**src/hdl/prot_cfg_pkg.sv**
```systemverilog
package prot_cfg_pkg;
  // two-wire slave address and register offsets
  localparam logic [6:0] SLAVE_ADDR         = 7'h10;
  localparam logic [7:0] SYSTEM_CONFIG_OFS  = 8'h01;
  localparam logic [7:0] CELL_HIGH_TRIP_OFS = 8'h02;
  localparam logic [7:0] CELL_HIGH_HD_OFS   = 8'h03;
  localparam logic [7:0] UNMAPPED_READ      = 8'h00;
  // values held until software reprograms them
  localparam logic [7:0] SYSTEM_CONFIG_RST  = 8'h00;
  localparam logic [7:0] CELL_HIGH_TRIP_RST = 8'h00;
  localparam logic [7:0] CELL_HIGH_HD_RST   = 8'h00;
  // system_config fields
  localparam int CELL_COUNT_LSB    = 5;
  localparam int BYPASS_BIT        = 4;
  localparam int THERMAL_EN_BIT    = 3;
  localparam int HEAT_MODE_BIT     = 2;
  localparam int RESERVED_ZERO_BIT = 1;
  localparam int CURRENT_MODE_BIT  = 0;
  // cell_high registers fields
  localparam int TRIP_CODE_LSB     = 0;
  localparam int TS_SIGNAL_BIT     = 7;
  localparam int HYST_CODE_LSB     = 4;
  localparam int DELAY_CODE_LSB    = 0;
  // cell count decode
  localparam logic [2:0] CELL_COUNT_INVALID = 3'h7;
  localparam logic [3:0] CELL_COUNT_MAX     = 4'hA;
  // trip threshold in mV: base plus step per code
  localparam logic [12:0] TRIP_BASE_MV = 13'h0AF0;
  localparam logic [12:0] TRIP_STEP_MV = 13'h0019;
  localparam logic [12:0] HYST_MV [8] = '{13'h012C, 13'h00FA, 13'h00C8,
    13'h0096, 13'h0064, 13'h0032, 13'h0019, 13'h0000};
  // qualification delay in ms: base plus step per code
  localparam logic [11:0] DELAY_BASE_MS = 12'h1F4;
  localparam logic [11:0] DELAY_STEP_MS = 12'h0FA;
  localparam int CLK_PERIOD_NS = 10;
  localparam int NS_PER_MS     = 1000000;
  localparam int MS_CYCLES     = NS_PER_MS / CLK_PERIOD_NS;
endpackage : prot_cfg_pkg

```
**src/hdl/pack_protection_config_regs.sv**
```systemverilog
// Notes on behaviour
// - cell code 000 is ten, 110 four
// - bypass: charger present clears thermal faults
// - bypass overrides heat recovery load wait
// - thermal enable off ignores temperature entirely
// - trip code gives 2.800 to 4.375 V
// - thermistor pulled low on overvoltage if enabled
// - hysteresis code 300 mV down to zero
// - delay code 0.50 to 2.25 s, quarter steps
// - two-wire slave 0010000, pointer never increments
`timescale 1ns/10ps
`default_nettype none
module pack_protection_config_regs #(
  parameter int MS_CYCLES = prot_cfg_pkg::MS_CYCLES
) (
  // clock and reset
  input  wire logic        i_clk,
  input  wire logic        i_rst,
  // two-wire bus pins
  input  wire logic        i_scl,
  input  wire logic        i_sda,
  output logic             o_sda_out,
  output logic             o_sda_oe_n,
  // protection state inputs
  input  wire logic [12:0] i_cell_mv_max,
  input  wire logic        i_temp_over,
  input  wire logic        i_temp_cooled,
  input  wire logic        i_charger_present,
  input  wire logic        i_load_removed,
  input  wire logic        i_current_fault_detect,
  // decoded configuration and fault states
  output logic [3:0]       o_cell_count,
  output logic             o_cell_count_invalid,
  output logic             o_thermal_sense_active,
  output logic             o_heat_fault,
  output logic             o_current_fault,
  output logic             o_cell_high_fault,
  // thermistor pin, open drain
  output logic             o_thermistor_pin_out,
  output logic             o_thermistor_pin_oe_n
);
  import prot_cfg_pkg::*;

  typedef enum logic [2:0] {
    ST_IDLE, ST_ADDR, ST_ACK_ADDR, ST_WR, ST_ACK_WR, ST_RD, ST_ACK_RD
  } bus_state_t;

  bus_state_t state_r;
  logic [1:0] scl_sync_r;
  logic [1:0] sda_sync_r;
  logic       scl_d_r;
  logic       sda_d_r;
  logic [2:0] bit_cnt_r;
  logic [7:0] shift_r;
  logic [7:0] tx_r;
  logic [7:0] ptr_r;
  logic       ptr_next_r;
  logic       read_r;
  logic       nack_r;
  logic       ack_phase_r;
  logic       sda_oe_n_r;
  logic       wr_en_r;
  logic [7:0] wr_data_r;
  logic [7:0] system_config_r;
  logic [7:0] trip_r;
  logic [7:0] hyst_delay_r;
  logic       heat_fault_r;
  logic       current_fault_r;
  logic       cell_high_fault;

  // pins pass two flops; the first is read only by the second
  always_ff @(posedge i_clk or posedge i_rst) begin
    if (i_rst) begin
      scl_sync_r <= 2'h3;
      sda_sync_r <= 2'h3;
      scl_d_r    <= 1'b1;
      sda_d_r    <= 1'b1;
    end else begin
      scl_sync_r <= {scl_sync_r[0], i_scl};
      sda_sync_r <= {sda_sync_r[0], i_sda};
      scl_d_r    <= scl_sync_r[1];
      sda_d_r    <= sda_sync_r[1];
    end
  end

  wire scl_s    = scl_sync_r[1];
  wire sda_s    = sda_sync_r[1];
  wire scl_rise = scl_s && !scl_d_r;
  wire scl_fall = !scl_s && scl_d_r;
  wire start    = scl_s && scl_d_r && sda_d_r && !sda_s;
  wire stop     = scl_s && scl_d_r && !sda_d_r && sda_s;
  wire [7:0] rx_byte = {shift_r[6:0], sda_s};

  // register decode and read mux
  wire wr_sys  = wr_en_r && (ptr_r == SYSTEM_CONFIG_OFS);
  wire wr_trip = wr_en_r && (ptr_r == CELL_HIGH_TRIP_OFS);
  wire wr_hd   = wr_en_r && (ptr_r == CELL_HIGH_HD_OFS);
  // reserved bits are stored whole and read back unchanged
  wire [7:0] rd_data =
    (ptr_r == SYSTEM_CONFIG_OFS)  ? system_config_r :
    (ptr_r == CELL_HIGH_TRIP_OFS) ? trip_r :
    (ptr_r == CELL_HIGH_HD_OFS)   ? hyst_delay_r : UNMAPPED_READ;

  // general call never matches, so it is left unacknowledged
  always_ff @(posedge i_clk or posedge i_rst) begin
    if (i_rst) begin
      state_r     <= ST_IDLE;
      bit_cnt_r   <= 3'h0;
      shift_r     <= 8'h00;
      tx_r        <= 8'h00;
      ptr_r       <= 8'h00;
      ptr_next_r  <= 1'b1;
      read_r      <= 1'b0;
      nack_r      <= 1'b1;
      ack_phase_r <= 1'b0;
      sda_oe_n_r  <= 1'b1;
      wr_en_r     <= 1'b0;
      wr_data_r   <= 8'h00;
    end else begin
      wr_en_r <= 1'b0;
      if (start) begin
        state_r    <= ST_ADDR;
        bit_cnt_r  <= 3'h0;
        ptr_next_r <= 1'b1;
        sda_oe_n_r <= 1'b1;
      end else if (stop) begin
        state_r    <= ST_IDLE;
        sda_oe_n_r <= 1'b1;
      end else begin
        case (state_r)
          ST_IDLE: begin
            sda_oe_n_r <= 1'b1;
          end
          ST_ADDR: if (scl_rise) begin
            shift_r   <= rx_byte;
            bit_cnt_r <= bit_cnt_r + 3'h1;
            if (bit_cnt_r == 3'h7) begin
              ack_phase_r <= 1'b0;
              read_r      <= sda_s;
              state_r     <= (shift_r[6:0] == SLAVE_ADDR) ?
                             ST_ACK_ADDR : ST_IDLE;
            end
          end
          ST_ACK_ADDR, ST_ACK_WR: if (scl_fall) begin
            if (!ack_phase_r) begin
              sda_oe_n_r  <= 1'b0;
              ack_phase_r <= 1'b1;
            end else begin
              ack_phase_r <= 1'b0;
              bit_cnt_r   <= 3'h0;
              if (state_r == ST_ACK_ADDR && read_r) begin
                tx_r       <= rd_data;
                sda_oe_n_r <= rd_data[7];
                state_r    <= ST_RD;
              end else begin
                sda_oe_n_r <= 1'b1;
                state_r    <= ST_WR;
              end
            end
          end
          ST_WR: if (scl_rise) begin
            shift_r   <= rx_byte;
            bit_cnt_r <= bit_cnt_r + 3'h1;
            if (bit_cnt_r == 3'h7) begin
              state_r     <= ST_ACK_WR;
              ack_phase_r <= 1'b0;
              // later bytes rewrite the same location
              if (ptr_next_r) begin
                ptr_r      <= rx_byte;
                ptr_next_r <= 1'b0;
              end else begin
                wr_en_r   <= 1'b1;
                wr_data_r <= rx_byte;
              end
            end
          end
          ST_RD: if (scl_fall) begin
            if (bit_cnt_r == 3'h7) begin
              sda_oe_n_r <= 1'b1;
              state_r    <= ST_ACK_RD;
            end else begin
              tx_r       <= {tx_r[6:0], 1'b0};
              sda_oe_n_r <= tx_r[6];
              bit_cnt_r  <= bit_cnt_r + 3'h1;
            end
          end
          ST_ACK_RD: begin
            if (scl_rise) begin
              nack_r <= sda_s;
            end
            if (scl_fall) begin
              if (!nack_r) begin
                tx_r       <= rd_data;
                sda_oe_n_r <= rd_data[7];
                bit_cnt_r  <= 3'h0;
                state_r    <= ST_RD;
              end else begin
                state_r <= ST_IDLE;
              end
            end
          end
          default: begin
            state_r <= ST_IDLE;
          end
        endcase
      end
    end
  end

  always_ff @(posedge i_clk or posedge i_rst) begin
    if (i_rst) begin
      system_config_r    <= SYSTEM_CONFIG_RST;
      trip_r       <= CELL_HIGH_TRIP_RST;
      hyst_delay_r <= CELL_HIGH_HD_RST;
    end else begin
      if (wr_sys) system_config_r <= wr_data_r;
      if (wr_trip) trip_r <= wr_data_r;
      if (wr_hd) hyst_delay_r <= wr_data_r;
    end
  end

  // decoded fields
  wire [2:0] cell_code    = system_config_r[CELL_COUNT_LSB +: 3];
  wire       bypass       = system_config_r[BYPASS_BIT];
  wire       thermal_en   = system_config_r[THERMAL_EN_BIT];
  wire       heat_mode    = system_config_r[HEAT_MODE_BIT];
  wire       current_mode = system_config_r[CURRENT_MODE_BIT];
  wire       ts_signal    = hyst_delay_r[TS_SIGNAL_BIT];

  // code 111 is unsupported; report zero cells and flag it
  wire       cell_bad  = cell_code == CELL_COUNT_INVALID;
  wire [3:0] cell_cnt  = CELL_COUNT_MAX - {1'b0, cell_code};
  wire       bypassed  = bypass && i_charger_present;
  wire       therm_act = thermal_en && !bypassed;
  wire       heat_set  = therm_act && i_temp_over;
  wire       heat_clr  = bypassed || !thermal_en ||
                         (i_temp_cooled && (!heat_mode || i_load_removed));
  wire       heat_nxt  = heat_set || (heat_fault_r && !heat_clr);
  wire       cur_clr   = i_load_removed &&
                         (!current_mode || i_charger_present);
  wire       cur_nxt   = i_current_fault_detect ||
                         (current_fault_r && !cur_clr);

  always_ff @(posedge i_clk or posedge i_rst) begin
    if (i_rst) begin
      heat_fault_r    <= 1'b0;
      current_fault_r <= 1'b0;
    end else begin
      heat_fault_r    <= heat_nxt;
      current_fault_r <= cur_nxt;
    end
  end

  cell_high_qualifier #(
    .MS_CYCLES    (MS_CYCLES)
  ) u_cell_high (
    .i_clk        (i_clk),
    .i_rst        (i_rst),
    .i_trip_code  (trip_r[TRIP_CODE_LSB +: 6]),
    .i_hyst_code  (hyst_delay_r[HYST_CODE_LSB +: 3]),
    .i_delay_code (hyst_delay_r[DELAY_CODE_LSB +: 3]),
    .i_cell_mv_max(i_cell_mv_max),
    .o_fault      (cell_high_fault)
  );

  assign o_sda_out              = 1'b0;
  assign o_sda_oe_n             = sda_oe_n_r;
  assign o_cell_count           = cell_bad ? 4'h0 : cell_cnt;
  assign o_cell_count_invalid   = cell_bad;
  assign o_thermal_sense_active = therm_act;
  assign o_heat_fault           = heat_fault_r;
  assign o_current_fault        = current_fault_r;
  assign o_cell_high_fault      = cell_high_fault;
  assign o_thermistor_pin_out   = 1'b0;
  assign o_thermistor_pin_oe_n  = !(ts_signal && cell_high_fault);

  property p_cell_count;
    @(posedge i_clk) disable iff (i_rst)
    wr_sys && (wr_data_r[7:5] == 3'h6) |=> o_cell_count == 4'h4;
  endproperty
  a_cell_count: assert property (p_cell_count)
    else $error("cell code 110 does not give four cells");

  property p_bypass_clear;
    @(posedge i_clk) disable iff (i_rst)
    bypass && i_charger_present && heat_fault_r |=> !heat_fault_r;
  endproperty
  a_bypass_clear: assert property (p_bypass_clear)
    else $error("thermal fault held with charger present");

  property p_bypass_priority;
    @(posedge i_clk) disable iff (i_rst)
    bypass && heat_mode && i_charger_present && !i_load_removed
      |-> !o_thermal_sense_active ##1 !heat_fault_r;
  endproperty
  a_bypass_priority: assert property (p_bypass_priority)
    else $error("heat recovery mode overrode charger bypass");

  property p_thermal_off;
    @(posedge i_clk) disable iff (i_rst)
    !thermal_en |=> !heat_fault_r;
  endproperty
  a_thermal_off: assert property (p_thermal_off)
    else $error("thermal fault with sensing disabled");

  property p_heat_wait_load;
    @(posedge i_clk) disable iff (i_rst)
    heat_fault_r && heat_mode && thermal_en && !bypassed
      && !i_load_removed |=> heat_fault_r;
  endproperty
  a_heat_wait_load: assert property (p_heat_wait_load)
    else $error("thermal fault left before load removal");

  property p_current_wait;
    @(posedge i_clk) disable iff (i_rst)
    current_fault_r && current_mode && !i_charger_present
      |=> current_fault_r;
  endproperty
  a_current_wait: assert property (p_current_wait)
    else $error("current fault cleared without charger");

  property p_pointer_fixed;
    @(posedge i_clk) disable iff (i_rst)
    wr_en_r |=> $stable(ptr_r) ##1 $stable(ptr_r);
  endproperty
  a_pointer_fixed: assert property (p_pointer_fixed)
    else $error("register pointer moved after a data write");

  property p_ts_unused;
    @(posedge i_clk) disable iff (i_rst)
    !ts_signal |-> o_thermistor_pin_oe_n;
  endproperty
  a_ts_unused: assert property (p_ts_unused)
    else $error("thermistor pin driven while signalling is off");
endmodule : pack_protection_config_regs
`default_nettype wire

```
**src/hdl/cell_high_qualifier.sv**
```systemverilog
`timescale 1ns/10ps
`default_nettype none
module cell_high_qualifier #(
  parameter int MS_CYCLES = prot_cfg_pkg::MS_CYCLES
) (
  // clock and reset
  input  wire logic        i_clk,
  input  wire logic        i_rst,
  // decoded configuration
  input  wire logic [5:0]  i_trip_code,
  input  wire logic [2:0]  i_hyst_code,
  input  wire logic [2:0]  i_delay_code,
  // highest cell voltage in mV
  input  wire logic [12:0] i_cell_mv_max,
  // fault state
  output logic             o_fault
);
  import prot_cfg_pkg::*;

  localparam int TW = $clog2(MS_CYCLES + 1);

  logic [TW-1:0] tick_cnt_r;
  logic [11:0]   ms_cnt_r;
  logic          fault_r;

  wire [12:0] trip_mv    = TRIP_BASE_MV +
                           13'(TRIP_STEP_MV * {7'h00, i_trip_code});
  wire [12:0] release_mv = trip_mv - HYST_MV[i_hyst_code];
  wire [11:0] delay_ms   = DELAY_BASE_MS +
                           12'(DELAY_STEP_MS * {9'h000, i_delay_code});
  wire        above      = i_cell_mv_max >= trip_mv;
  wire        below_rel  = i_cell_mv_max < release_mv;
  wire        tick       = tick_cnt_r == TW'(MS_CYCLES - 1);
  // any dip below the trip restarts qualification from zero
  wire        qualifying = above && !fault_r;
  wire        done       = qualifying && (ms_cnt_r == delay_ms);
  wire        clr        = fault_r && below_rel;
  wire        fault_nxt  = done || (fault_r && !clr);

  always_ff @(posedge i_clk or posedge i_rst) begin
    if (i_rst) begin
      tick_cnt_r <= '0;
      ms_cnt_r   <= 12'h000;
    end else if (!qualifying || done) begin
      tick_cnt_r <= '0;
      ms_cnt_r   <= 12'h000;
    end else if (tick) begin
      tick_cnt_r <= '0;
      ms_cnt_r   <= ms_cnt_r + 12'h001;
    end else begin
      tick_cnt_r <= tick_cnt_r + TW'(1);
    end
  end

  always_ff @(posedge i_clk or posedge i_rst) begin
    if (i_rst) begin
      fault_r <= 1'b0;
    end else begin
      fault_r <= fault_nxt;
    end
  end

  assign o_fault = fault_r;

  property p_trip_needs_delay;
    @(posedge i_clk) disable iff (i_rst)
    $rose(fault_r) |-> $past(ms_cnt_r) == $past(delay_ms);
  endproperty
  a_trip_needs_delay: assert property (p_trip_needs_delay)
    else $error("cell high fault set before delay elapsed");

  property p_hold_above_release;
    @(posedge i_clk) disable iff (i_rst)
    fault_r && (i_cell_mv_max >= release_mv) |=> fault_r;
  endproperty
  a_hold_above_release: assert property (p_hold_above_release)
    else $error("cell high fault cleared above release level");

  property p_dip_restarts;
    @(posedge i_clk) disable iff (i_rst)
    !fault_r && !above |=> ms_cnt_r == 12'h000 && !fault_r;
  endproperty
  a_dip_restarts: assert property (p_dip_restarts)
    else $error("qualification did not restart below trip");

  property p_trip_level;
    @(posedge i_clk) disable iff (i_rst)
    (i_trip_code == 6'h3F) |-> trip_mv == 13'h1117;
  endproperty
  a_trip_level: assert property (p_trip_level)
    else $error("top trip code does not give 4375 mV");
endmodule : cell_high_qualifier
`default_nettype wire

```
**config.mk**
```make
export PLATFORM = sky130hd
export DESIGN_NAME = pack_protection_config_regs
export DESIGN_NICKNAME = d
export VERILOG_FILES = /design/src/hdl/prot_cfg_pkg.sv /design/src/hdl/pack_protection_config_regs.sv /design/src/hdl/cell_high_qualifier.sv
export SDC_FILE = /design/constraint.sdc
export NUM_CORES = 1
export LEC_CHECK = 0
export BUFFER_PORTS_ARGS = -buffer_cell sky130_fd_sc_hd__buf_2
export CORE_MARGIN = 2
export CORE_UTILIZATION = 60
export CTS_BUF_LIST = sky130_fd_sc_hd__clkbuf_8
export DETAILED_ROUTE_END_ITERATION = 8
export HOLD_SLACK_MARGIN = 0.08
export PLACE_DENSITY = 0.78
export SLEW_MARGIN = 20
export SYNTH_ARGS = -nofsm -noshare
export SYNTH_HDL_FRONTEND = slang
export SYNTH_SLANG_ARGS = --single-unit
```
**constraint.sdc**
```tcl
create_clock -name i_clk -period 6.3 [get_ports i_clk]
set_clock_uncertainty 0.2 [all_clocks]
set_input_delay 0.63 -clock i_clk [delete_from_list [all_inputs] [get_ports i_clk]]
set_output_delay 0.63 -clock i_clk [all_outputs]
set_load 0.005 [all_outputs]
```
* Word level (Yosys, flattened, before mapping) *
Memory sizes are Yosys's and may differ from the RTL's.
Index checks and enable logic that the tools add are counted.

operators by class
  $add $sub $neg = 7
  multiply operators = 2
  divide/modulo/power cells = 0
  $lt $le $gt $ge = 3
  equality and inequality tests = 42
  shift operators = 0
  multiplexer cells = 67
  bitwise operators = 4
  reductions and logical operators = 67

operators by type and width
  cell                      count
  $mux W3                   22
  $mux W7                   7
  $ne A4 B4 Y1 const B      10
  $mux W17                  2
  $mux W13                  2
  $mux W12                  2
  $mux W8                   3
  $logic_and A1 B1 Y1       23
  $mux W1                   22
  $ne A3 B3 Y1 const B      7
  $pmux W7 S3               1
  $reduce_and A10 Y1        2
  $pmux W3 S6               1
  $reduce_and A6 Y1         3
  $add A17 B1 Y17 const B   1
  $eq A17 B17 Y1 const B    1
  $eq A8 B2 Y1 const B      2
  $ne A2 B2 Y1 const B      8
  $eq A3 B3 Y1 const B      5
  $logic_not A1 Y1          14
  $add A12 B11 Y13 const A  1
  $ge A13 B13 Y1            1
  $lt A13 B13 Y1            1
  $sub A13 B13 Y13          1
  other kinds (31)          50

storage, ports and cells
  bits in registers = 104
  latch bits = 0
  memory bits (writable) = 0
  ROM bits = 104
  bits of input ports = 22
  memories = 1

memories
  name              words  bits a word  read ports  clocked after Yosys merged registers in  write ports  line                       RTL
  (name not given)  8      13           1           0                                        0            cell_high_qualifier.sv:28  wire [12:0] release_mv = trip_mv - HYST_MV[i_hyst_code];

* Longest topological paths before layout *
Gate-level depths: netlist (run 1).

  depth in word-level cells = 10
  depth in mapped cells = 20
  mapped depth without buffers = 19

* Cells and area by module *
From an unflattened synthesis (run 1), not the netlist that was laid out.

second synthesis, totals
  cells, all modules = 712
  area total of the unflattened synthesis = 7254.5 µm²

modules (own cells, without submodules)
  module                       instances  cells an instance  area each (µm²)
  cell_high_qualifier          1          430                3698.5
  pack_protection_config_regs  1          282                3555.9

* Worst setup path after synthesis (run 1) *
Ideal clock, no wire load.

  path type = register to register
  from = register trip_r[1]
  to = register u_cell_high.fault_r, in the netlist u_cell_high.o_fault
  setup time = 0.144 ns
  arrival = 4.578 ns
  data required time = 5.956 ns
  setup slack = 1.378 ns
  cell stages (with the launch flop) = 19
  buffers on the path = 0
  clock period less this slack = 4.922 ns
  cells stage by stage = dfrtp_1 -> inv_1 -> ha_1 -> inv_1 -> fa_1 -> ha_1 -> ha_1 -> fa_1 -> a21o_1 -> a211oi_1 -> nor2_1 -> nor3_1 -> o211ai_1 -> xnor2_1 -> ha_1 -> a21o_1 -> a211o_1 -> a2111oi_0 -> o32ai_1

between the ends
  cells in the longest elaborated chain, start to end = 8
  elaborated cells on any way between the ends = 11
  those cells by class = add/sub: 2; mul: 1; order compare: 2; reduce/logical: 6

ends and longest elaborated chain
  what                       line                                RTL
  start: declaration         pack_protection_config_regs.sv:65   logic [7:0] trip_r;
  start signal: assignment   pack_protection_config_regs.sv:217  if (wr_trip) trip_r <= wr_data_r;
  $mul A5 B6 Y11 (*)         cell_high_qualifier.sv:27           13'(TRIP_STEP_MV * {7'h00, i_trip_code});
  $add A12 B11 Y13 (*)       cell_high_qualifier.sv:26           wire [12:0] trip_mv = TRIP_BASE_MV +
  $sub A13 B13 Y13           cell_high_qualifier.sv:28
  $lt A13 B13 Y1             cell_high_qualifier.sv:32           wire below_rel = i_cell_mv_max < release_mv;
  $logic_and A1 B1 Y1        cell_high_qualifier.sv:37           wire clr = fault_r && below_rel;
  $logic_not A1 Y1           cell_high_qualifier.sv:38           wire fault_nxt = done || (fault_r && !clr);
  $logic_and A1 B1 Y1        cell_high_qualifier.sv:38
  $logic_or A1 B1 Y1 (*)     cell_high_qualifier.sv:38
  via u_cell_high.fault_nxt  cell_high_qualifier.sv:38
  end signal: assignment     cell_high_qualifier.sv:59           fault_r <= fault_nxt;
  end: declaration           cell_high_qualifier.sv:24           logic fault_r;

The timed path passes the listed nets; every way through them passes the cells marked *.
A chain may end at the register's enable or synchronous reset.

* Final worst setup path (run 1) *
Ends and elaborated chain as after synthesis.

==> results of run 1 <==
==> through the flow <==
| stage | worst slack (ns) | hold WS, ns | instance area (um^2) | utilization [%] |
|---|---|---|---|---|
| floorplan | 1.38 | 0.145 | 7410 | - |
| global placement | 1.13 | 0.147 | 7630 | 63.6 |
| detailed placement | 0.960 | 0.147 | 7630 | 63.6 |
| CTS | 0.933 | 0.145 | 7830 | 65.2 |
| global route | 0.690 | 0.133 | 7830 | 65.2 |
| finish | 0.989 | 0.158 | 7830 | 65.2 |
==> worst max-delay path by stage <==
stage                         start                  end  slack, ns  cells past startpoint
after floorplan           trip_r[1]  u_cell_high.o_fault       1.38                     18
after global placement    trip_r[1]  u_cell_high.o_fault       1.13                     18
after detailed placement  trip_r[1]  u_cell_high.o_fault       0.96                     18
after CTS                 trip_r[1]  u_cell_high.o_fault       0.93                     18
after global routing      trip_r[1]  u_cell_high.o_fault       0.69                     18
final                     trip_r[1]  u_cell_high.o_fault       0.99                     18
==> registers in the layout, indices dropped and copies added, names as in the netlist, 2 cells and up <==
register / flops
ptr_r: 8
u_cell_high.ms_cnt_r: 12
trip_r: 8
shift_r: 7
state_r: 3
tx_r: 7
system_config_r: 8
wr_data_r: 8
sda_sync_r: 2
scl_sync_r: 2
u_cell_high.tick_cnt_r: 17
hyst_delay_r: 8
bit_cnt_r: 3
==> cell families after synthesis <==
| group | after synthesis | synth area share (%) |
|---|---|---|
| compound gates | 148 | 13.6 |
| xor+xnor | 56 | 6.63 |
| fa+ha+maj | 83 | 14.7 |
| buf+inv | 78 | 4.38 |
| flops | 104 | 35.3 |
| mux | 56 | 8.43 |
| other cells | 1 | 0.0507 |
| simple gates | 243 | 16.9 |
==> power by group through the flow <==
stage                     logic, mW  registers [mW]  clock network [mW]
after floorplan              0.0957           0.743                   0
after global routing          0.135           0.755               0.443
after detailed placement      0.120           0.761                   0
after CTS                     0.122           0.748               0.412
final                         0.119           0.750               0.404
after global placement        0.115           0.757                   0
==> worst reg2reg max path, stage by stage, from the launching register on <==
cell                        delay (ns)
sky130_fd_sc_hd__dfrtp_1          0.45
sky130_fd_sc_hd__inv_1            0.11
sky130_fd_sc_hd__ha_1             0.30
sky130_fd_sc_hd__inv_1            0.07
sky130_fd_sc_hd__fa_1             0.42
sky130_fd_sc_hd__ha_1             0.31
sky130_fd_sc_hd__ha_1             0.24
sky130_fd_sc_hd__fa_1             0.43
sky130_fd_sc_hd__a21o_1           0.18
sky130_fd_sc_hd__a211oi_1         0.29
sky130_fd_sc_hd__nor2_1           0.18
sky130_fd_sc_hd__nor3_1           0.37
sky130_fd_sc_hd__o211ai_1         0.18
sky130_fd_sc_hd__xnor2_1          0.17
sky130_fd_sc_hd__ha_1             0.30
sky130_fd_sc_hd__a21o_1           0.18
sky130_fd_sc_hd__a211o_1          0.30
sky130_fd_sc_hd__a2111oi_0        0.37
sky130_fd_sc_hd__o32ai_1          0.16
==> per-layer routing <==
layer	track usage [%]	part of all wire, %	routed length, um	up-vias
li1	-	-	-	2780
met1	30.7	44	6750	2795
met2	43.5	51	7940	136
met3	3.00	3.0	457	25
met4	8.03	2.1	317	0
met5	0	0	0	-
==> placed cells by master, fill, tap and decap left out, types with 3 or more instances in the layout <==
cell,count
sky130_fd_sc_hd__a22oi_1,7
sky130_fd_sc_hd__nand2_1,59
sky130_fd_sc_hd__xnor2_1,26
sky130_fd_sc_hd__o21bai_1,3
sky130_fd_sc_hd__or2_2,5
sky130_fd_sc_hd__o21a_1,7
sky130_fd_sc_hd__mux2i_1,5
sky130_fd_sc_hd__nand2b_1,9
sky130_fd_sc_hd__a21o_1,9
sky130_fd_sc_hd__nor4b_1,3
sky130_fd_sc_hd__a22o_1,9
sky130_fd_sc_hd__nor2_1,47
sky130_fd_sc_hd__a211oi_1,8
sky130_fd_sc_hd__inv_1,48
sky130_fd_sc_hd__clkbuf_8,9
sky130_fd_sc_hd__o2111ai_1,3
sky130_fd_sc_hd__and2_1,6
sky130_fd_sc_hd__nand4_1,9
sky130_fd_sc_hd__maj3_1,4
sky130_fd_sc_hd__nor2b_1,13
sky130_fd_sc_hd__o211ai_1,4
sky130_fd_sc_hd__fa_1,8
sky130_fd_sc_hd__ha_1,71
sky130_fd_sc_hd__a211o_1,5
sky130_fd_sc_hd__and4_1,5
sky130_fd_sc_hd__or3_1,5
sky130_fd_sc_hd__mux2_2,51
sky130_fd_sc_hd__buf_2,32
sky130_fd_sc_hd__a31oi_1,3
sky130_fd_sc_hd__a21oi_1,34
sky130_fd_sc_hd__o21ai_0,32
sky130_fd_sc_hd__dfrtp_1,95
sky130_fd_sc_hd__nor3_1,34
sky130_fd_sc_hd__nand3_1,19
sky130_fd_sc_hd__nor4_1,9
sky130_fd_sc_hd__o22ai_1,3
sky130_fd_sc_hd__xor2_1,30
sky130_fd_sc_hd__and3_1,7
sky130_fd_sc_hd__dfstp_2,9
==> area by class of cell <==
| class | instances | area (um^2) |
|---|---|---|
| Clock inverter | 6 | 62.6 |
| Tap cell | 147 | 184 |
| Fill cell | 952 | 4180 |
| Inverter | 49 | 186 |
| Timing Repair Buffer | 35 | 185 |
| Sequential cell | 104 | 2610 |
| Clock buffer | 9 | 124 |
| Multi-Input combinational cell | 588 | 4480 |
==> summary by stage, run 1 <==
Run status
The flow ran to the end, and the final reports show no timing, DRC or antenna violations.

Run
The reported max-cap violation count is 0.

STA
At the pin with the least slew margin, the transition time is 1.06 ns. Setup repair after global routing left no endpoint under its margin. The number of slew-limit violations in the final report was 0. The worst path in the final design needs a cycle of 5.31 ns, including I/O delays and setup. The total negative setup slack is 0 ns. The number of hold violations in the final report is 0. The relative slew slack is 29.0%.

After layout, the worst path uses 84.3% of the clock period. The achievable clock frequency is 188 MHz. Setup violations remaining at the end of the flow were counted as 0.

Place
In this run, placement finished with an instance count of 922. The placed wire-length estimate after detailed placement is 11700 um. The congestion estimate from routability-driven global placement came to 0.906. Port buffering added 32 buffers.

Worst setup path
The worst register-to-register path has a depth of 18. The critical path startpoint category is a flop. The largest single stage delay on the critical path is 0.45 ns. For this design, the slowest cell found on the critical path is sky130_fd_sc_hd__dfrtp_1.

The endpoint kind of the worst setup timing path is a flop. The cell family contributing the most delay on the critical path is adder cells. Traced cell by cell, the critical path runs through inv_1 > ha_1 > inv_1 > fa_1 > ha_1 > ha_1 > fa_1 > a21o_1 > a211oi_1 > nor2_1 > nor3_1 > o211ai_1 > xnor2_1 > ha_1 > a21o_1 > a211o_1 > a2111oi_0 > o32ai_1.

The arrival time of the worst setup path is 5.35 ns. In this run the register-to-register setup slack is 0.99 ns. The kind of critical path is reg2reg. The origin of the critical flop-to-flop path is trip_r[1]. The number of buffers and inverters on the critical path is 2. At the worst endpoint, the required time is 6.34 ns.

The maximum net fanout on the critical path is 5. The endpoint identified for the worst register-to-register timing path is u_cell_high.o_fault. In this design, the critical path's most frequently occurring cell is sky130_fd_sc_hd__ha_1.

Pwr
The power per unit of standard cell area is 163 nW/um^2. The leakage power total is 3.64 nW. The portion of total power attributed to the clock network is 31.8%. In this run switching power makes up 25.8% of total power. Of the total power, combinational logic draws 9.4%. Summed over all nets, the switching power comes to 0.328 mW. The worst-case IR drop observed on VDD is 171 uV. Cell internal power was estimated by the tool at 0.945 mW. The total power is 1.27 mW. Sequential cells burn 58.9% of the power.

Worst hold path
Along the worst hold path, the cell count comes to 1. The type of the most critical hold path is in2reg. The hold path startpoint is i_sda.

The destination of the worst hold path is sda_sync_r[0].

Finish
The finished layout holds 938 standard cells, fillers aside. The growth of design area from synthesis to finish is 5.80%. The final net count is 888. The antenna diode count is 0. The fraction of layout instances using a drive strength above 1 is 15.9%.

Drt
The count of routing violations after the opening detailed-route iteration is 414. In the routed layout, each cell is associated on average with a via count of 6.12. The routed layout has 5736 vias. In the final routed layout, each cell accounts on average for 16.5 um. The remaining number of nets flagged by the antenna check after routing is 0. The detailed-routing iteration count for the pre-antenna-repair pass is 5. The total length of routed wires is 15500 um. After detailed routing, the number of remaining DRC violations is 0.

Floorplan
The die height is 115 um. The effective utilization at floorplan is 61.6%. The core region is 12000 um^2.

The die footprint is 13200 um^2. The count of pins on the block boundary is 35. The die span in x is 115 um. The number of placement rows is 40.

Yosys
The cell area that synthesis handed to floorplanning was 7400 um^2. The distinct cell type count after synthesis is 72. Ranked by total cell area, the synthesized netlist is headed by sky130_fd_sc_hd__dfrtp_1, sky130_fd_sc_hd__ha_1, sky130_fd_sc_hd__mux2_2.

For this run, the register share of the synthesized area comes to 35.3%. In this run, synthesis inferred 0 flip-flops with an integrated enable. The count of warnings emitted by yosys is 0.

Of the post-synthesis cell area, the dominant cell type holds 32.1%. The most used flip-flop cell after synthesis is sky130_fd_sc_hd__dfrtp_1. By count the netlist is led by sky130_fd_sc_hd__dfrtp_1, sky130_fd_sc_hd__ha_1, sky130_fd_sc_hd__nand2_1.

Counting flops with an async set or reset pin after synthesis yields a share of 100%. The synthesized instance count is 769. The post-synthesis average cell area is 9.63 um^2. After synthesis the netlist holds a flip-flop and latch count of 104. sky130_fd_sc_hd__dfrtp_1 takes more of the synthesized area than any other cell. In the post-synthesis netlist, the cell with the most instances is sky130_fd_sc_hd__dfrtp_1.

CTS
The CTS tree is done. The number of buffers between clock root and the deepest sink is 2. The insertion delay to the later sink of the worst-skew pair is 0.37 ns. The clock input transition at the sequential cells of the worst setup and hold paths is 0.10 ns. Buffers added to address setup during post-CTS repair amount to 0. The clock tree root buffer cell is sky130_fd_sc_hd__clkbuf_8. The number of clock buffers added by TritonCTS is 9. The CTS H-tree depth is 3.

After clock tree synthesis, the flow added hold-fix buffers numbering 1. The tree built by TritonCTS fans out to 104 sinks. In this run, post-CTS repair resized a total of 0 instances.

Global routing
The first global-routing pass estimated 26300 um of wire. The maximum number of pins on one net before global-route repair is 74. The number of antenna violations at the first check in global routing is 0. Global routing used 24.3% of the available tracks across all layers. After global routing the overflow that remains totals 0. The via count of the first global-routing pass is 5775.
No activity file was read; power rests on OpenSTA's default activity.
==> inputs of run 2 (changes only) <==
==> constraint.sdc (replaced) <==
create_clock -name i_clk -period 5.12 [get_ports i_clk]
set_clock_uncertainty 0.2 [all_clocks]
set_input_delay 0.512 -clock i_clk [delete_from_list [all_inputs] [get_ports i_clk]]
set_output_delay 0.512 -clock i_clk [all_outputs]
set_load 0.005 [all_outputs]
==> run 2 against run 1 <==
Net effect:
- first-iteration DRC count fell by 0.48%
- cell area rose by 1.8%
- non-clock buffer count rose by 10
- global-route usage rose by 0.64 points
- highest routed layer unchanged
- die area did not move
- critical endpoint unchanged
==> summary by stage, run 2 (same netlist as run 1, synthesis figures left out) <==
Drt
The count of unresolved DRC violations after routing was 0 (unchanged). The total length of routed wires came to 15900 um (+2.6%). The routed via count divided by cell count was 6.00 (-1.9%). The count of routing violations after the opening detailed-route iteration is 412 (-0.48%). The detailed-routing iteration count for the pre-antenna-repair pass was 7 (+2). The remaining number of nets flagged by the antenna check after routing is 0 (unchanged). The routed length per instance was 16.7 um (+1.4%).

The routed via count is 5695 (-0.71%).

Floorplan
The effective utilization at floorplan was 61.6% (unchanged). The die height is 115 um (unchanged). The count of pins on the block boundary is 35 (unchanged).

The die footprint is 13200 um^2 (unchanged). The placeable core region is 12000 um^2 (unchanged). The number of placement rows is 40 (unchanged). The die span in x was 115 um (unchanged).

STA
The relative slew slack is 34.2% (+5.2 points). The part of the cycle the worst path needs was 96.4% (+12 points). The shortest clock period the worst path allows after layout is 4.93 ns (-0.377 ns).

The final hold slack is 0.0993 ns (-0.0587 ns). The number of endpoints failing setup at the final stage was 0 (unchanged). The number of slew-limit violations in the final report is 0 (unchanged). The transition time at the pin with the least slew margin is 0.986 ns (-0.0783 ns). The worst-case setup margin in the final layout is 0.186 ns (-0.803 ns).

The number of hold violations in the final report is 0 (unchanged). The achievable clock frequency is 203 MHz (+7.6%).

CTS
The number of CTS-inserted buffers is 9 (unchanged). The clock net sink count is 104 (unchanged). TritonCTS built the clock tree. The number of buffers between clock root and the deepest sink is 2 (unchanged). The CTS H-tree depth is 3 (unchanged). The clock input transition at the sequential cells of the worst setup and hold paths is 0.10 ns (about the same). The tree is rooted in a sky130_fd_sc_hd__clkbuf_8. The insertion delay to the later sink of the worst-skew pair is 0.38 ns (about the same).

Pwr
The total power came to 1.60 mW (+26%). The power per unit of standard cell area is 201 nW/um^2 (+24%). The worst vdd rail ir drop is 215 uV (+25%). The leakage power total is 3.72 nW (+2.3%).

Worst setup path
The maximum net fanout on the critical path was 3 (-2). The most frequent cell on the critical path is sky130_fd_sc_hd__ha_1. The data required time of the critical path is 5.17 ns (-1.17 ns). The worst path buffer plus inverter count is 3 (+1). The biggest cell delay along the critical path is 0.42 ns (-0.03 ns).

STA classifies the critical path endpoint as a flop. Among cell families on the critical path, the largest total delay comes from adder cells. The arrival time of the worst setup path was 4.99 ns (-0.36 ns). The critical path goes through inv_1 > ha_1 > inv_1 > fa_1 > ha_1 > ha_1 > fa_2 > xnor2_2 > inv_1 > ha_4 > nand2_1 > o21ai_0 > a41oi_1 > nand2b_1 > a31o_2 > ha_1 > a211o_1 > a2111oi_2 > o32ai_1.

The library cell contributing the largest single delay on the critical path is sky130_fd_sc_hd__fa_1. The worst setup path is launched from a flop. The worst setup path is of the reg2reg kind.

Global routing
The met1 track demand over resource in global routing is 31.3% (+0.64 points). The total track usage is 25.0% (+0.64 points). The number of antenna violations at the first check in global routing is 0 (unchanged). The global route total overflow is 0 (unchanged). The met2 routing resource usage after global routing is 44.7% (+1.2 points).

The met3 capacity usage during global routing came to 3.27% (+0.26 points). The maximum number of pins on one net before global-route repair is 56 (-24%). The via count of the first global-routing pass was 5771 (-0.069%). The wire length of the first global-routing pass is 26700 um (+1.5%). The most congested layer reported by global routing is met2.

Finish
The antenna diode count is 0 (unchanged). In the layout the commonest cells are sky130_fd_sc_hd__dfrtp_1, sky130_fd_sc_hd__ha_1, sky130_fd_sc_hd__nand2_1. The library cell used most frequently in the layout, excluding fill and tap cells, is sky130_fd_sc_hd__dfrtp_1. In the final layout, the registers with the most flip-flops are u_cell_high.tick_cnt_r x17, u_cell_high.ms_cnt_r x12. The final net count is 898 (+1.1%). The fraction of layout instances using a drive strength above 1 was 18.2% (+2.3 points). The final cell utilization of the core is 66.4% (+1.2 points). The largest register by flop count is u_cell_high.tick_cnt_r. The growth of design area from synthesis to finish is 7.74%. The flip-flop count of the largest register, all copies and words added is 17 (unchanged). The final cell count without fillers is 949 (+1.2%).

Worst hold path
In this run the worst hold path is classified as in2reg.

Place
The port buffer count is 32 (unchanged). The placed cell count is 928 (+0.65%). The placed wire-length estimate after detailed placement is 11900 um (+1.4%). The weighted congestion reported at the end of routability-driven placement is 0.871 (-3.9%).

The pre-CTS setup slack is -0.0136 ns (-0.974 ns).

Run
The reported max-cap violation count is 0 (unchanged).

Run status
The flow ran to the end, and the final reports show no timing, DRC or antenna violations.
-- run 2: changes by cell type in the layout (fill, tap and decap cells not counted), sizes merged --
cell | before | now
dlygate4sd3 | 1 | 3
inv | 49 | 50
clkbuf | 9 | 10
buf | 34 | 42
clkinv | 3 | 4
clkinvlp | 2 | 0
-- run 2: layout make-up --
| cell class | instances | area [um^2] |
|---|---|---|
| timing repair buffer | 45 | 265 |
| fill | 937 | 4040 |
| multi-input combinational | 588 | 4520 |
| clock inverter | 6 | 66.3 |
| inverter | 49 | 186 |
| sequential | 104 | 2620 |
| clock buffer | 10 | 138 |
| tap | 147 | 184 |
-- run 2: where the power goes --
part           total (mW)  leakage [nW]  switching, mW  internal [mW]
Sequential          0.920          1.39         0.0518          0.868
Combinational       0.151          2.22         0.0765         0.0749
Clock               0.531         0.107          0.289          0.242
Total                1.60          3.72          0.417           1.19
-- run 2: final timing paths --
path | startpoint | cells past startpoint | slack, ns | endpoint
setup / recovery | trip_r[1] | 19 | 0.19 | u_cell_high.o_fault
hold / removal | i_current_fault_detect | 2 | 0.1 | o_current_fault
setup reg to reg | trip_r[1] | 19 | 0.19 | u_cell_high.o_fault
hold reg to reg | sda_sync_r[0] | 0 | 0.16 | sda_sync_r[1]
max in group asynchronous | i_rst | 4 | 3.07 | u_cell_high.tick_cnt_r[10]
min in group asynchronous | i_rst | 3 | 0.56 | ptr_r[5]
-- run 2: routing by layer --
metal / vias to the layer above / wire length [um]
met5: - / 0
met4: 0 / 328
met3: 30 / 416
met2: 92 / 8180
met1: 2772 / 6930
li1: 2801 / -
-- run 2: metrics by stage --
stage	cell area [um^2]	TNS (ns)
2_1_floorplan	7410	0
3_3_place_gp	7680	0
3_5_place_dp	7680	-0.0136
4_1_cts	7930	0
5_1_grt	7980	-0.00340
6_report	7980	0
-- run 2: timing repair --
action / in CTS / in global routing
pin swaps: 0 / 5
hold endpoints to repair: 47 / 0
hold buffers: 3 / 0
resized for setup: 2 / 9
setup buffers: 1 / 1
setup endpoints to repair: 1 / 1
==> inputs of run 3 (changes only) <==
--- a/config.mk
+++ b/config.mk
@@ -7,11 +7,12 @@
 export LEC_CHECK = 0
 export BUFFER_PORTS_ARGS = -buffer_cell sky130_fd_sc_hd__buf_2
 export CORE_MARGIN = 2
-export CORE_UTILIZATION = 60
+export CORE_UTILIZATION = 50
 export CTS_BUF_LIST = sky130_fd_sc_hd__clkbuf_8
 export DETAILED_ROUTE_END_ITERATION = 8
+export GPL_TIMING_DRIVEN = 0
 export HOLD_SLACK_MARGIN = 0.08
-export PLACE_DENSITY = 0.78
+export PLACE_DENSITY = 0.67
 export SLEW_MARGIN = 20
 export SYNTH_ARGS = -nofsm -noshare
 export SYNTH_HDL_FRONTEND = slang
==> constraint.sdc (replaced) <==
create_clock -name i_clk -period 4.76 [get_ports i_clk]
set_clock_uncertainty 0.2 [all_clocks]
set_input_delay 0.476 -clock i_clk [delete_from_list [all_inputs] [get_ports i_clk]]
set_output_delay 0.476 -clock i_clk [all_outputs]
set_load 0.005 [all_outputs]
==> run 3 against run 2 <==
Net effect:
- combinational power up 24%
- via count increased by 3.2%
- routed wire length up 4.0%
- final cell count is 7.3% higher
- die area grew 19%
- sequential power grew 6.8%
- first-iteration DRC count decreased by 18%
- fmax up 4.1%
- worst hold slack improved by 0.053 ns
- critical path type unchanged
- largest cell class unchanged
- largest power group unchanged
==> summary by stage, run 3 (same netlist as run 1, synthesis figures left out) <==
Run status
The run finished with clean final reports.

CTS
The CTS tree is done. The clock net sink count is 104 (unchanged). The CTS H-tree depth was 3 (unchanged). The clock tree root buffer cell is sky130_fd_sc_hd__clkbuf_8. The insertion delay to the later sink of the worst-skew pair is 0.37 ns (about the same). The clock input transition at the sequential cells of the worst setup and hold paths is 0.10 ns (about the same). The number of CTS-inserted buffers is 9 (unchanged). The number of buffers between clock root and the deepest sink is 2 (unchanged).

Worst setup path
The worst setup path is launched from a flop. Among all stages on the critical path, the largest delay is contributed by sky130_fd_sc_hd__fa_2. The arrival time of the worst setup path is 4.79 ns (-0.20 ns). The cell family contributing the most delay on the critical path is adder cells. The most frequent cell on the critical path is sky130_fd_sc_hd__ha_4. The biggest cell delay along the critical path is 0.57 ns (+0.15 ns). The maximum net fanout on the critical path is 4 (+1).

STA classifies the critical path endpoint as a flop. The signal on the critical path passes through inv_2 > ha_4 > inv_1 > fa_1 > ha_4 > ha_4 > fa_2 > ha_4 > nor3_2 > a211o_1 > o211ai_1 > xnor2_1 > ha_1 > a21o_1 > a211o_1 > a2111oi_4 > o32ai_1. The data required time of the critical path is 4.80 ns (-0.37 ns). The worst path buffer plus inverter count was 2 (-1). The kind of critical path is reg2reg.

STA
The shortest clock period the worst path allows after layout is 4.74 ns (-0.193 ns). The number of endpoints failing setup at the final stage is 0 (unchanged). The number of slew-limit violations in the final report is 0 (unchanged). The number of hold violations in the final report is 0 (unchanged). The worst-case setup margin in the final layout is 0.0193 ns (-0.167 ns). The transition time at the pin with the least slew margin came to 0.859 ns (-0.128 ns). The relative slew slack is 42.3% (+8.1 points). The achievable clock frequency is 211 MHz (+4.1%). The part of the cycle the worst path needs is 99.6% (+3.2 points). Setup repair after global routing could not meet its margin everywhere.

Pwr
The portion of total power attributed to the clock network is 32.4% (-0.8 points). The power per unit of standard cell area is 206 nW/um^2 (+2.4%). The internal power is 1.27 mW (+7.4%). The switching power is 0.459 mW (+10%). The worst vdd rail ir drop was 176 uV (-18%).

The fraction of power spent switching nets is 26.5% (+0.45 points). The share of power burned in registers is 56.8% (-0.6 points). The combinational cell fraction of total power was 10.8% (+1.4 points). The leakage power total is 3.84 nW (+3.3%).

Drt
The routed length per instance came to 16.2 um (-3.0%). The routed via count is 5875 (+3.2%). The detailed-routing iteration count for the pre-antenna-repair pass is 4 (-3). The remaining number of nets flagged by the antenna check after routing is 0 (unchanged).

The count of unresolved DRC violations after routing came to 0 (unchanged). The total length of routed wires is 16500 um (+4.0%). The routed via count divided by cell count was 5.77 (-3.8%). The count of routing violations after the opening detailed-route iteration was 337 (-18%).

Finish
The antenna diode count came to 0 (unchanged). The area of the multi-input gates is 4700 um^2 (+3.9%). The final cell count without fillers is 1018 (+7.3%). The fraction of layout instances using a drive strength above 1 came to 22.1% (+3.9 points). The final net count is 930 (+3.6%).

The growth of design area from synthesis to finish is 13.7%. The number of filler instances in the final layout was 1255 (+34%). In the layout the commonest cells are sky130_fd_sc_hd__dfrtp_1, sky130_fd_sc_hd__ha_1, sky130_fd_sc_hd__nand2_1. In the final layout, the registers with the most flip-flops are u_cell_high.tick_cnt_r x17, u_cell_high.ms_cnt_r x12. The library cell used most frequently in the layout, excluding fill and tap cells, is sky130_fd_sc_hd__dfrtp_1. The largest register by flop count is u_cell_high.tick_cnt_r. The area occupied by registers is 2620 um^2 (about the same). The final cell utilization of the core is 58.1% (-8.3 points). The flip-flop count of the largest register, all copies and words added is 17 (unchanged).

Global routing
The global route total overflow is 0 (unchanged). The maximum number of pins on one net before global-route repair is 58 (+3.6%). The total track usage came to 21.3% (-3.7 points).

The via count of the first global-routing pass is 5974 (+3.5%). The number of antenna violations at the first check in global routing is 0 (unchanged). The wire length of the first global-routing pass is 28100 um (+5.1%).

Floorplan
The placeable core region is 14500 um^2 (+21%). The number of placement rows is 44 (+10%). The die span in x came to 126 um (+9.2%). The count of pins on the block boundary is 35 (unchanged). The die footprint came to 15800 um^2 (+19%). The die height is 126 um (+9.2%). The effective utilization at floorplan is 51.1% (-11 points).

Place
The port buffer count is 32 (unchanged). The placed wire-length estimate after detailed placement came to 12200 um (+2.5%). The placed cell count is 987 (+6.4%). The pre-CTS setup slack is -0.682 ns (-0.668 ns).

The weighted congestion reported at the end of routability-driven placement was 0.854 (-2.0%).

Worst hold path
The tightest min-delay check is of the in2reg type.

Run
The reported max-cap violation count is 0 (unchanged).
==> run 3: cell types whose count changed in the layout (fill, tap and decap cells not counted), moves of 3 or more <==
cell | previous run | this run
sky130_fd_sc_hd__clkbuf_1 | 0 | 17
sky130_fd_sc_hd__ha_1 | 69 | 63
sky130_fd_sc_hd__buf_2 | 32 | 35
sky130_fd_sc_hd__o21ai_1 | 1 | 5
sky130_fd_sc_hd__clkinvlp_4 | 0 | 3
sky130_fd_sc_hd__ha_4 | 1 | 7
sky130_fd_sc_hd__o21ai_0 | 32 | 27
sky130_fd_sc_hd__buf_6 | 0 | 5
sky130_fd_sc_hd__buf_4 | 10 | 13
==> run 3: cell type report <==
| type | count | share of cell area, % |
|---|---|---|
| buffer | 29 | 1.96 |
| timing repair buffer | 48 | 3.73 |
| sequential | 104 | 31.1 |
| clock inverter | 7 | 0.922 |
| inverter | 49 | 2.27 |
| tap | 184 | 2.74 |
| multi-input combinational | 588 | 55.8 |
| clock buffer | 9 | 1.47 |
==> run 3: tightest hold or removal path, stage by stage <==
cell	delay [ns]
sky130_fd_sc_hd__buf_2	0.07
sky130_fd_sc_hd__a21oi_1	0.03
sky130_fd_sc_hd__nor2b_1	0.10
==> run 3: worst paths after layout <==
kind	startpoint	to	slack [ns]	cells after the start
worst min-delay path	i_temp_over	o_heat_fault	0.15	3
max in group asynchronous	i_rst	sda_sync_r[0]	3.23	4
worst max register to register	trip_r[2]	u_cell_high.o_fault	0.02	17
worst min register to register	sda_sync_r[0]	sda_sync_r[1]	0.16	0
worst max-delay path	trip_r[2]	u_cell_high.o_fault	0.02	17
min in group asynchronous	i_rst	system_config_r[3]	0.48	3
==> run 3: through the flow <==
| step | power (mW) | cell area, um^2 | setup TNS, ns | hold WS [ns] |
|---|---|---|---|---|
| after floorplan | 1.11 | 7430 | 0 | 0.145 |
| after global placement | 1.16 | 7820 | -8.39 | 0.146 |
| after detailed placement | 1.18 | 7850 | -10.15 | 0.147 |
| after CTS | 1.74 | 8240 | -0.0225 | 0.134 |
| after global routing | 1.82 | 8420 | -0.186 | 0.148 |
| final | 1.73 | 8420 | 0 | 0.153 |
==> run 3: power groups by stage <==
| stage | registers, mW | clock network (mW) | logic (mW) |
|---|---|---|---|
| floorplan | 0.984 | 0 | 0.127 |
| global placement | 0.996 | 0 | 0.162 |
| detailed placement | 1.00 | 0 | 0.175 |
| CTS | 0.984 | 0.575 | 0.182 |
| global route | 0.993 | 0.615 | 0.211 |
| finish | 0.983 | 0.562 | 0.187 |
==> run 3: layer usage <==
layer	global-route usage, %	share of wire, %	wire (um)
met5	0	0	0
met4	6.14	1.9	320
met3	3.23	3.1	518
met2	37.4	51	8340
met1	27.4	44	7320
==> run 3: what timing repair did <==
| item | in CTS | in global routing |
|---|---|---|
| hold buffers | 4 | 0 |
| pin swaps | 9 | 12 |
| resized for setup | 22 | 34 |
| setup endpoints to repair | 30 | 30 |
| endpoints found under the hold margin | 50 | 0 |
| cloned | 0 | 1 |
| buffers inserted | 6 | 4 |
